==> src/spsc_pkg.sv <==
// Shared constants, commands and carriers of the supply protection and status block
`default_nettype none

package spsc_pkg;

    // ------------------------------------------------------------------
    // Register geometry and bit positions
    // ------------------------------------------------------------------
    localparam int           REG_W          = 16;
    localparam int           OPER_WAIT_BIT  = 5;
    localparam int           OPER_VOLT_BIT  = 8;
    localparam int           OPER_CURR_BIT  = 10;
    localparam int           QUES_VOLT_BIT  = 0;
    localparam int           QUES_CURR_BIT  = 1;
    localparam int           QUES_TEMP_BIT  = 4;
    localparam int           QUES_INHB_BIT  = 9;
    localparam int           QUES_NOREG_BIT = 10;
    localparam logic [15:0]  OPER_USED_MASK = 16'h0520;
    localparam logic [15:0]  QUES_USED_MASK = 16'h0613;
    localparam int           SB_QUES_BIT    = 3;
    localparam int           SB_OPER_BIT    = 7;

    // ------------------------------------------------------------------
    // Reset values and delay limits
    // ------------------------------------------------------------------
    localparam logic [15:0]  ENAB_RST       = 16'h0000;
    localparam logic [15:0]  FALL_RST       = 16'h0000;
    localparam logic [15:0]  RISE_RST       = 16'h0000;
    localparam logic [15:0]  DELAY_RST      = 16'h0000;
    localparam logic [15:0]  DELAY_MIN      = 16'h0000;
    localparam logic [15:0]  DELAY_MAX      = 16'hFFFF;

    // ------------------------------------------------------------------
    // Timing: one delay count is one millisecond
    // ------------------------------------------------------------------
    localparam int           CLK_HZ         = 50_000_000;
    localparam int           DELAY_LSB_US   = 1000;
    localparam int           DELAY_UNIT_CYC = CLK_HZ / 1_000_000 * DELAY_LSB_US;

    // ------------------------------------------------------------------
    // Commands
    // ------------------------------------------------------------------
    typedef enum logic [4:0] {
        OP_PROT_CLEAR   = 5'h00,
        OP_DELAY_SET    = 5'h01,
        OP_DELAY_QRY    = 5'h02,
        OP_DELAY_MIN    = 5'h03,
        OP_DELAY_MAX    = 5'h04,
        OP_RELAY_SET    = 5'h05,
        OP_RELAY_QRY    = 5'h06,
        OP_POL_SET      = 5'h07,
        OP_POL_QRY      = 5'h08,
        OP_OCP_SET      = 5'h09,
        OP_OPER_COND    = 5'h0A,
        OP_OPER_ENAB    = 5'h0B,
        OP_OPER_ENAB_Q  = 5'h0C,
        OP_OPER_EVEN    = 5'h0D,
        OP_OPER_FALL    = 5'h0E,
        OP_OPER_FALL_Q  = 5'h0F,
        OP_OPER_RISE    = 5'h10,
        OP_OPER_RISE_Q  = 5'h11,
        OP_QUES_COND    = 5'h12,
        OP_QUES_ENAB    = 5'h13,
        OP_QUES_ENAB_Q  = 5'h14,
        OP_QUES_EVEN    = 5'h15,
        OP_QUES_FALL    = 5'h16,
        OP_QUES_FALL_Q  = 5'h17,
        OP_QUES_RISE    = 5'h18,
        OP_QUES_RISE_Q  = 5'h19
    } spsc_op_e;

    typedef struct packed {
        logic        valid;
        spsc_op_e    op;
        logic [15:0] arg;
    } spsc_cmd_s;

    typedef struct packed {
        logic        valid;
        logic        err;
        logic [15:0] data;
    } spsc_rsp_s;

    // One-cycle trip strobes from the protection circuits
    typedef struct packed {
        logic overVolt;
        logic overCurrExt;
        logic overTemp;
        logic inhibit;
    } spsc_trip_s;

endpackage : spsc_pkg

`default_nettype wire

==> src/spsc_protection_status.sv <==
// Protection clearing, relay control, settle filter and status register groups
`default_nettype none

module spsc_protection_status
    import spsc_pkg::*;
#(
    parameter int SETTLE_UNIT_CYC = DELAY_UNIT_CYC
)
(
    // Clock and reset
    input  wire logic          sys_clk,
    input  wire logic          rst_n,
    // Command port from the instrument interface
    input  wire spsc_cmd_s     cmd,
    output spsc_rsp_s          rsp,
    // Accessory configuration
    input  wire logic          relayFitted,
    input  wire logic          polarityFitted,
    // Live supply state
    input  wire logic          constVoltageRaw,
    input  wire logic          constCurrentRaw,
    input  wire logic          unregulatedRaw,
    input  wire logic          triggerWait,
    input  wire logic          currentOverLevel,
    input  wire spsc_trip_s    trip,
    // Output control
    output logic               outputDisable,
    output logic               relayClose,
    output logic               relayReverse,
    // Status byte summaries
    output logic               operSummary,
    output logic               quesSummary
);

    // ------------------------------------------------------------------
    // Command decode
    // ------------------------------------------------------------------
    function automatic logic isOp(input spsc_cmd_s c, input spsc_op_e o);
        return c.valid && (c.op == o);
    endfunction

    logic clearCmd;
    logic relayCmd;
    logic polCmd;
    logic relayOk;
    logic polOk;

    assign clearCmd = isOp(cmd, OP_PROT_CLEAR);
    assign relayCmd = isOp(cmd, OP_RELAY_SET);
    assign polCmd   = isOp(cmd, OP_POL_SET);
    assign relayOk  = relayCmd && relayFitted;
    assign polOk    = polCmd && polarityFitted;

    // ------------------------------------------------------------------
    // Programmable values
    // ------------------------------------------------------------------
    logic [15:0] delay_ff;
    logic        ocpEnable_ff;

    always_ff @(posedge sys_clk or negedge rst_n)
    begin
        if (!rst_n)
        begin
            delay_ff     <= DELAY_RST;
            ocpEnable_ff <= 1'b0;
        end
        else
        begin
            if (isOp(cmd, OP_DELAY_SET))
            begin
                delay_ff <= cmd.arg;
            end
            if (isOp(cmd, OP_OCP_SET))
            begin
                ocpEnable_ff <= cmd.arg[0];
            end
        end
    end

    // ------------------------------------------------------------------
    // Latched protection conditions
    // ------------------------------------------------------------------
    logic overVolt_ff;
    logic overCurr_ff;
    logic overCurrExt_ff;
    logic overTemp_ff;
    logic inhibit_ff;
    logic overCurrTrip;
    logic anyTrip;

    assign overCurrTrip = ocpEnable_ff && currentOverLevel;
    assign anyTrip      = (|trip) || overCurrTrip;

    // A trip in the clear cycle wins over the clear
    always_ff @(posedge sys_clk or negedge rst_n)
    begin
        if (!rst_n)
        begin
            overVolt_ff    <= 1'b0;
            overCurr_ff    <= 1'b0;
            overCurrExt_ff <= 1'b0;
            overTemp_ff    <= 1'b0;
            inhibit_ff     <= 1'b0;
        end
        else
        begin
            overVolt_ff    <= (overVolt_ff && !clearCmd) || trip.overVolt;
            overCurr_ff    <= (overCurr_ff && !clearCmd) || overCurrTrip;
            overTemp_ff    <= (overTemp_ff && !clearCmd) || trip.overTemp;
            inhibit_ff     <= (inhibit_ff && !clearCmd) || trip.inhibit;
            // Externally forced overcurrent is not released by a clear
            overCurrExt_ff <= overCurrExt_ff || trip.overCurrExt;
        end
    end

    logic outDis_ff;

    always_ff @(posedge sys_clk or negedge rst_n)
    begin
        if (!rst_n)
        begin
            outDis_ff <= 1'b0;
        end
        else if (anyTrip)
        begin
            outDis_ff <= 1'b1;
        end
        else if (clearCmd && !overCurrExt_ff)
        begin
            outDis_ff <= 1'b0;
        end
    end

    // ------------------------------------------------------------------
    // Relay state and polarity
    // ------------------------------------------------------------------
    logic relay_ff;
    logic relaySaved_ff;
    logic tripped_ff;
    logic reverse_ff;

    always_ff @(posedge sys_clk or negedge rst_n)
    begin
        if (!rst_n)
        begin
            relay_ff      <= 1'b0;
            relaySaved_ff <= 1'b0;
            tripped_ff    <= 1'b0;
        end
        else if (anyTrip)
        begin
            // Only the first trip records the state to come back to
            if (!tripped_ff)
            begin
                relaySaved_ff <= relay_ff;
            end
            relay_ff   <= 1'b0;
            tripped_ff <= 1'b1;
        end
        else if (clearCmd && tripped_ff)
        begin
            relay_ff   <= relayFitted ? relaySaved_ff : relay_ff;
            tripped_ff <= 1'b0;
        end
        else if (relayOk)
        begin
            relay_ff <= cmd.arg[0];
        end
    end

    always_ff @(posedge sys_clk or negedge rst_n)
    begin
        if (!rst_n)
        begin
            reverse_ff <= 1'b0;
        end
        else if (polOk)
        begin
            reverse_ff <= cmd.arg[0];
        end
    end

    // ------------------------------------------------------------------
    // Settled regulation modes and condition words
    // ------------------------------------------------------------------
    logic [2:0]  settled;
    logic [15:0] operCond;
    logic [15:0] quesCond;

    spsc_settle_filter #(
        .W        (3),
        .UNIT_CYC (SETTLE_UNIT_CYC)
    ) u_settle (
        .sys_clk    (sys_clk),
        .rst_n      (rst_n),
        .rawIn      ({unregulatedRaw, constCurrentRaw, constVoltageRaw}),
        .delayUnits (delay_ff),
        .settled    (settled)
    );

    always_comb
    begin
        operCond               = 16'h0000;
        operCond[OPER_CURR_BIT]  = settled[1];
        operCond[OPER_VOLT_BIT]  = settled[0];
        operCond[OPER_WAIT_BIT]  = triggerWait;
        quesCond                 = 16'h0000;
        quesCond[QUES_VOLT_BIT]  = overVolt_ff;
        quesCond[QUES_CURR_BIT]  = overCurr_ff || overCurrExt_ff;
        quesCond[QUES_TEMP_BIT]  = overTemp_ff;
        quesCond[QUES_INHB_BIT]  = inhibit_ff;
        quesCond[QUES_NOREG_BIT] = settled[2];
    end

    // ------------------------------------------------------------------
    // Status register groups
    // ------------------------------------------------------------------
    logic [15:0] opEnab;
    logic [15:0] opFall;
    logic [15:0] opRise;
    logic [15:0] opEvent;
    logic        opSum;
    logic [15:0] quEnab;
    logic [15:0] quFall;
    logic [15:0] quRise;
    logic [15:0] quEvent;
    logic        quSum;

    spsc_status_group #(
        .USED_MASK (OPER_USED_MASK)
    ) u_oper (
        .sys_clk    (sys_clk),
        .rst_n      (rst_n),
        .cond       (operCond),
        .wrEnable   (isOp(cmd, OP_OPER_ENAB)),
        .wrFall     (isOp(cmd, OP_OPER_FALL)),
        .wrRise     (isOp(cmd, OP_OPER_RISE)),
        .wrData     (cmd.arg),
        .rdEvent    (isOp(cmd, OP_OPER_EVEN)),
        .enableMask (opEnab),
        .fallFilter (opFall),
        .riseFilter (opRise),
        .eventLatch (opEvent),
        .summary    (opSum)
    );

    spsc_status_group #(
        .USED_MASK (QUES_USED_MASK)
    ) u_ques (
        .sys_clk    (sys_clk),
        .rst_n      (rst_n),
        .cond       (quesCond),
        .wrEnable   (isOp(cmd, OP_QUES_ENAB)),
        .wrFall     (isOp(cmd, OP_QUES_FALL)),
        .wrRise     (isOp(cmd, OP_QUES_RISE)),
        .wrData     (cmd.arg),
        .rdEvent    (isOp(cmd, OP_QUES_EVEN)),
        .enableMask (quEnab),
        .fallFilter (quFall),
        .riseFilter (quRise),
        .eventLatch (quEvent),
        .summary    (quSum)
    );

    // ------------------------------------------------------------------
    // Responses: one cycle after each command
    // ------------------------------------------------------------------
    spsc_rsp_s nxt_rsp;
    spsc_rsp_s rsp_ff;

    always_comb
    begin
        nxt_rsp       = '0;
        nxt_rsp.valid = cmd.valid;
        unique case (cmd.op)
            OP_DELAY_QRY:   nxt_rsp.data = delay_ff;
            OP_DELAY_MIN:   nxt_rsp.data = DELAY_MIN;
            OP_DELAY_MAX:   nxt_rsp.data = DELAY_MAX;
            OP_RELAY_SET:   nxt_rsp.err  = !relayFitted;
            OP_RELAY_QRY:   nxt_rsp.data = {15'h0000, relay_ff};
            OP_POL_SET:     nxt_rsp.err  = !polarityFitted;
            OP_POL_QRY:     nxt_rsp.data = {15'h0000, reverse_ff};
            OP_OPER_COND:   nxt_rsp.data = operCond;
            OP_OPER_ENAB_Q: nxt_rsp.data = opEnab;
            OP_OPER_EVEN:   nxt_rsp.data = opEvent;
            OP_OPER_FALL_Q: nxt_rsp.data = opFall;
            OP_OPER_RISE_Q: nxt_rsp.data = opRise;
            OP_QUES_COND:   nxt_rsp.data = quesCond;
            OP_QUES_ENAB_Q: nxt_rsp.data = quEnab;
            OP_QUES_EVEN:   nxt_rsp.data = quEvent;
            OP_QUES_FALL_Q: nxt_rsp.data = quFall;
            OP_QUES_RISE_Q: nxt_rsp.data = quRise;
            OP_PROT_CLEAR, OP_DELAY_SET, OP_OCP_SET, OP_OPER_ENAB, OP_OPER_FALL,
            OP_OPER_RISE, OP_QUES_ENAB, OP_QUES_FALL, OP_QUES_RISE:
                            nxt_rsp.data = 16'h0000;
            default:        nxt_rsp.err  = cmd.valid;
        endcase
    end

    always_ff @(posedge sys_clk or negedge rst_n)
    begin
        if (!rst_n)
        begin
            rsp_ff <= '0;
        end
        else
        begin
            rsp_ff <= nxt_rsp;
        end
    end

    // ------------------------------------------------------------------
    // Registered outputs
    // ------------------------------------------------------------------
    logic outDisQ_ff;
    logic operSum_ff;
    logic quesSum_ff;
    logic relayQ_ff;
    logic reverseQ_ff;

    always_ff @(posedge sys_clk or negedge rst_n)
    begin
        if (!rst_n)
        begin
            outDisQ_ff  <= 1'b0;
            operSum_ff  <= 1'b0;
            quesSum_ff  <= 1'b0;
            relayQ_ff   <= 1'b0;
            reverseQ_ff <= 1'b0;
        end
        else
        begin
            outDisQ_ff  <= outDis_ff;
            operSum_ff  <= opSum;
            quesSum_ff  <= quSum;
            relayQ_ff   <= relay_ff;
            reverseQ_ff <= reverse_ff;
        end
    end

    assign rsp           = rsp_ff;
    assign outputDisable = outDisQ_ff;
    assign relayClose    = relayQ_ff;
    assign relayReverse  = reverseQ_ff;
    assign operSummary   = operSum_ff;
    assign quesSummary   = quesSum_ff;

endmodule // spsc_protection_status

`default_nettype wire

==> src/spsc_settle_filter.sv <==
// Settle-delay filter for regulation-mode flags
`default_nettype none

module spsc_settle_filter
    import spsc_pkg::*;
#(
    parameter int W        = 3,
    parameter int UNIT_CYC = DELAY_UNIT_CYC
)
(
    // Clock and reset
    input  wire logic          sys_clk,
    input  wire logic          rst_n,
    // Raw flags and programmed delay
    input  wire logic [W-1:0]  rawIn,
    input  wire logic [15:0]   delayUnits,
    // Settled flags
    output logic      [W-1:0]  settled
);

    localparam int PW = (UNIT_CYC > 1) ? $clog2(UNIT_CYC) : 1;

    logic [W-1:0]  pending_ff;
    logic [W-1:0]  settled_ff;
    logic [PW-1:0] prescale_ff;
    logic [15:0]   units_ff;
    logic          changed;
    logic          unitTick;

    assign changed  = (rawIn != pending_ff);
    assign unitTick = (prescale_ff == PW'(UNIT_CYC - 1));
    assign settled  = settled_ff;

    // ------------------------------------------------------------------
    // Persistence timer: any new change restarts the wait
    // ------------------------------------------------------------------
    always_ff @(posedge sys_clk or negedge rst_n)
    begin
        if (!rst_n)
        begin
            pending_ff  <= '0;
            prescale_ff <= '0;
            units_ff    <= 16'h0000;
        end
        else if (changed)
        begin
            pending_ff  <= rawIn;
            prescale_ff <= '0;
            units_ff    <= 16'h0000;
        end
        else if (pending_ff != settled_ff && units_ff < delayUnits)
        begin
            prescale_ff <= unitTick ? '0 : prescale_ff + PW'(1);
            if (unitTick)
            begin
                units_ff <= units_ff + 16'h0001;
            end
        end
    end

    // Short excursions never reach the output
    always_ff @(posedge sys_clk or negedge rst_n)
    begin
        if (!rst_n)
        begin
            settled_ff <= '0;
        end
        else if (!changed && units_ff >= delayUnits)
        begin
            settled_ff <= pending_ff;
        end
    end

endmodule // spsc_settle_filter

`default_nettype wire

==> src/spsc_status_group.sv <==
// One status register group: condition, enable, event and edge filters
`default_nettype none

module spsc_status_group
    import spsc_pkg::*;
#(
    parameter logic [15:0] USED_MASK = OPER_USED_MASK
)
(
    // Clock and reset
    input  wire logic          sys_clk,
    input  wire logic          rst_n,
    // Live condition
    input  wire logic [15:0]   cond,
    // Register writes and event read
    input  wire logic          wrEnable,
    input  wire logic          wrFall,
    input  wire logic          wrRise,
    input  wire logic [15:0]   wrData,
    input  wire logic          rdEvent,
    // Register contents
    output logic      [15:0]   enableMask,
    output logic      [15:0]   fallFilter,
    output logic      [15:0]   riseFilter,
    output logic      [15:0]   eventLatch,
    output logic               summary
);

    logic [15:0] enable_ff;
    logic [15:0] fall_ff;
    logic [15:0] rise_ff;
    logic [15:0] event_ff;
    logic [15:0] prevCond_ff;
    logic [15:0] condUsed;
    logic [15:0] setBits;

    assign condUsed   = cond & USED_MASK;
    assign enableMask = enable_ff;
    assign fallFilter = fall_ff;
    assign riseFilter = rise_ff;
    assign eventLatch = event_ff;
    assign summary    = |(event_ff & enable_ff);

    // ------------------------------------------------------------------
    // Event sources: filtered edges, and filter writes over a held level
    // ------------------------------------------------------------------
    always_comb
    begin
        setBits = enable_ff & ((condUsed & ~prevCond_ff & rise_ff)
                             | (~condUsed & prevCond_ff & fall_ff));
        if (wrRise)
        begin
            setBits = setBits | (enable_ff & wrData & ~rise_ff & condUsed);
        end
        if (wrFall)
        begin
            setBits = setBits | (enable_ff & wrData & ~fall_ff & ~condUsed & USED_MASK);
        end
    end

    always_ff @(posedge sys_clk or negedge rst_n)
    begin
        if (!rst_n)
        begin
            enable_ff <= ENAB_RST;
            fall_ff   <= FALL_RST;
            rise_ff   <= RISE_RST;
        end
        else
        begin
            if (wrEnable)
            begin
                enable_ff <= wrData;
            end
            if (wrFall)
            begin
                fall_ff <= wrData;
            end
            if (wrRise)
            begin
                rise_ff <= wrData;
            end
        end
    end

    // A set in the read cycle survives the clear
    always_ff @(posedge sys_clk or negedge rst_n)
    begin
        if (!rst_n)
        begin
            event_ff    <= 16'h0000;
            prevCond_ff <= 16'h0000;
        end
        else
        begin
            prevCond_ff <= condUsed;
            event_ff    <= ((rdEvent ? 16'h0000 : event_ff) | setBits) & USED_MASK;
        end
    end

endmodule // spsc_status_group

`default_nettype wire

==> config.mk <==
export PLATFORM = sky130hd
export DESIGN_NAME = spsc_protection_status
export DESIGN_NICKNAME = d
export VERILOG_FILES = /design/src/spsc_pkg.sv /design/src/spsc_protection_status.sv /design/src/spsc_settle_filter.sv /design/src/spsc_status_group.sv
export SDC_FILE = /design/constraint.sdc
export NUM_CORES = 1
export LEC_CHECK = 0
export ABC_AREA = 1
export BUFFER_PORTS_ARGS = -buffer_cell sky130_fd_sc_hd__buf_2
export CAP_MARGIN = 10
export CORE_UTILIZATION = 40
export CTS_CLUSTER_SIZE = 40
export DETAILED_ROUTE_END_ITERATION = 10
export GPL_ROUTABILITY_DRIVEN = 0
export HOLD_SLACK_MARGIN = 0.12
export PLACE_DENSITY = 0.64
export SLEW_MARGIN = 40
export SYNTH_ARGS = -nofsm -noshare
export SYNTH_HDL_FRONTEND = slang
export SYNTH_SLANG_ARGS = --single-unit
==> constraint.sdc <==
create_clock -name sys_clk -period 2.05 [get_ports sys_clk]
set_input_delay 0.205 -clock sys_clk [delete_from_list [all_inputs] [get_ports sys_clk]]
set_output_delay 0.205 -clock sys_clk [all_outputs]
set_load 0.005 [all_outputs]
==> impl_results.md <==
- GRT Total Usage: 0.220
- Worst slack at placement: about 0.049 ns
- Async set-reset flop share out of synthesis: 1.00
- Status: complete, no violations
- PD cells: between 800 and 900 mW/mm^2
- H-Tree Depth: 4
- Synth warn: 0
- Final #Nets: about 1400
- Setup TNS: 0 ns
- CP max FO: 6
- Sink Count: 200
- Routed WL: approximately 26000 um
- Register share of total power: 0.502
- Initial antenna violation count: 0
- Placed Cells: 1571
- Rel. slew slack: 0.479
- Hold_ws: 0.122 ns
- Routed Antenna Nets: 0
- Mapped Nets: approximately 1200
- Dpl cell area: 0.0106 mm^2
- Hold Crit Depth: 3
- Via density: approximately 5.1
- Highest-count cells in the layout ignoring fill and taps: nand2_1, dfrtp_1, o21ai_0
- DR iter-0 viols: 774
- CTS tree: yes
- Area Overhead vs Synth: 17.3%
- Final core utilization: 0.485
- Post-synth EDFFs: 0
- Overflow after GRT: 0
- Yosys cell types: 44
- Die width: about 160 um
- IO Port Bufs: 57
- Fraction of layout instances using a drive strength above 1: 0.131
- Max VDD drop: 527 uV
- Row Count: 56
- Wire per inst: 15.9 um
- Design Power: a little under 10 mW
- Vias in the first global route: 7863
- DRT Pass-1 Iters: 5
- Mean Syn Cell Area: 8.20 um^2
- Worst-Skew Late Latency: 0.44 ns
- Design Area, Final: 0.0115 mm^2
- Required time of the critical path: 2.38 ns
- Layout Skew: 0.00981 ns
- Gate power share: 0.147
- Reg area: 0.00500 mm^2
- Die Area: approximately 0.025 mm^2
- Flops & latches, synth: 200
- Clock share of power: 0.351
- Switching Share: 0.286
- Worst Setup Start Kind: flip-flop
- Clock-pin slew on the worst setup and hold paths: 0.07 ns
- Hpwl dp: 18000 um
- Starting density of the core: 0.413
- Sw power: around 2.8 mW
- Num CTS Buffers: 17
- Tcrit/Tclk final: 0.942
- Clock Tree Buf Depth: 2
- Post-synthesis sequential area ratio: 0.510
- Most used cell, CP: nand2_1
- Clk root buf: clkbuf_16
- # diodes: 0
- Top FF cell, synth: dfrtp_1
- Worst-Margin Slew: roughly 0.78 ns
- Largest net degree at the start of global routing: 64
- Die span in y: approximately 160 um
- Area of the multi-input gates: 0.00413 mm^2
- Worst EP arrival: 2.26 ns
- Most common cell after layout, fill and taps aside: nand2_1
- Setup crit end kind: flip-flop
- Core area: approximately 0.024 mm^2
- Slowest stage cell, crit path: dfrtp_1
- Mapped Area: 0.00981 mm^2
- Slew Limit Fails: 0
- Hold crit path type: input port to flip-flop
- Count of final hold-check violations: 0
- Routed vias: 8350
- First-pass GRT wire length: about 42000 um
- Crit-path max cell delay: 0.42 ns
- Setup Viol. Count Final: 0
- Fillcell total: 2233
- CP cell instances: ha_1, nand2_1, nor3_2, nand2_1, nand3_2, nand2_4, buf_6, buf_4, nand2_1, nand2_1
- Worst R2R Path Depth: 10
- Kind of critical path: flip-flop to flip-flop
- Final std cells w/o fill: 1629
- Synth Instances: 1196
- Drc violations: 0
- Pint: roughly 7 mW
- Max Clock Freq: a little over 500 MHz
- # IOs: slightly below 60
- Worst Setup Slack, final: 0.119 ns
- Final min period: 1.93 ns
- Max-cap viol count: 0
- Static Leak: 5.58 nW
## registers in the layout (all words and copies together) (netlist names), 3 cells and up
signal                count
u_settle.settled          3
u_oper.prevCond_ff        3
delay_ff                 16
u_oper.riseFilter        16
rsp                      18
u_settle.units_ff        16
u_settle.prescale_ff     16
u_ques.enableMask        16
u_ques.riseFilter        16
u_ques.fallFilter        16
u_settle.pending_ff       3
u_oper.eventLatch         3
u_ques.eventLatch         5
u_oper.fallFilter        16
u_oper.enableMask        16
u_ques.prevCond_ff        5
## Yosys cell counts, types with 5 or more instances
cell,count,area share
nand2_1,313,0.12
dfrtp_1,200,0.51
o21ai_0,143,0.073
inv_1,124,0.047
nand3_1,80,0.041
nor2_1,80,0.031
a21oi_1,42,0.021
nor3_1,19,0.0097
ha_1,18,0.023
o21ai_1,17,0.0087
clkbuf_1,15,0.0057
nand4_1,15,0.0096
buf_2,13,0.0066
a221oi_1,12,0.011
xnor2_1,9,0.0080
xor2_1,9,0.0080
buf_4,7,0.0054
nand2_2,7,0.0045
o22ai_1,7,0.0045
a22oi_1,6,0.0046
nor2_2,6,0.0038
a211oi_1,5,0.0038
buf_6,5,0.0057
## worst max-delay path: cells and delay by family, from the launching register on
family | cells | cell delay (ns)
flops | 1 | 0.42
simple gates | 7 | 0.80
buf+inv | 2 | 0.29
fa+ha+maj | 1 | 0.32
## area by class of cell
cell class	count	share of cell area
flip-flops and latches	200	0.435
multi-input cells	826	0.359
repair buffers	122	0.0775
inverters	130	0.0427
clock buffers	21	0.0400
well taps	319	0.0347
clock inverters	11	0.0117
## path summary, 6_finish.rpt
kind / start / slack [ns] / to
max: u_settle.units_ff[15]$_DFFE_PN0P_ / 0.12 / u_settle.prescale_ff[14]$_DFFE_PN0P_
min: cmd[13] / 0.12 / u_oper.riseFilter[13]$_DFFE_PN0N_
max reg2reg: u_settle.units_ff[15]$_DFFE_PN0P_ / 0.12 / u_settle.prescale_ff[14]$_DFFE_PN0P_
min reg2reg: outDis_ff$_DFFE_PN0P_ / 0.39 / outputDisable$_DFF_PN0_
max in group asynchronous: rst_n / 1.09 / u_settle.settled[2]$_DFFE_PN0P_
min in group asynchronous: rst_n / 0.27 / outDis_ff$_DFFE_PN0P_
## logic make-up (layout without fill, tap and decap cells)
kind of cell | count (synthesis) | in the layout | synth area share
adders and majority gates | 18 | 18 | 0.0230
and+or+nand+nor | 536 | 536 | 0.233
buffers and inverters | 170 | 284 | 0.0736
DFF | 200 | 200 | 0.510
AOI/OAI and AO/OA | 254 | 254 | 0.145
xor gates and xnor gates | 18 | 18 | 0.0161
## routing by layer
layer	routed length, um	GRT usage	up-vias	share of wire
met3	1230	0.0308	27	0.047
li1	-	-	4140	-
met1	12400	0.309	3957	0.48
met2	11900	0.353	226	0.46
met4	452	0.0595	0	0.017
met5	0	0	-	0
## power groups by stage
stage	Clock [mW]	Combinational (mW)	Sequential, mW
2_1_floorplan	0	0.910	4.89
3_3_place_gp	0	1.34	4.96
3_5_place_dp	0	1.37	4.98
4_1_cts	3.52	1.42	4.91
5_1_grt	3.66	1.67	4.99
6_report	3.43	1.44	4.92
## repair_timing
item | in CTS | in global routing
setup endpoints to repair | 1 | 32
hold endpoints to repair | 83 | 0
buffers inserted | 0 | 5
pin swaps | 0 | 2
gates resized for setup | 2 | 11
hold buffers | 21 | 0
Power figures use the tool's default switching activity.
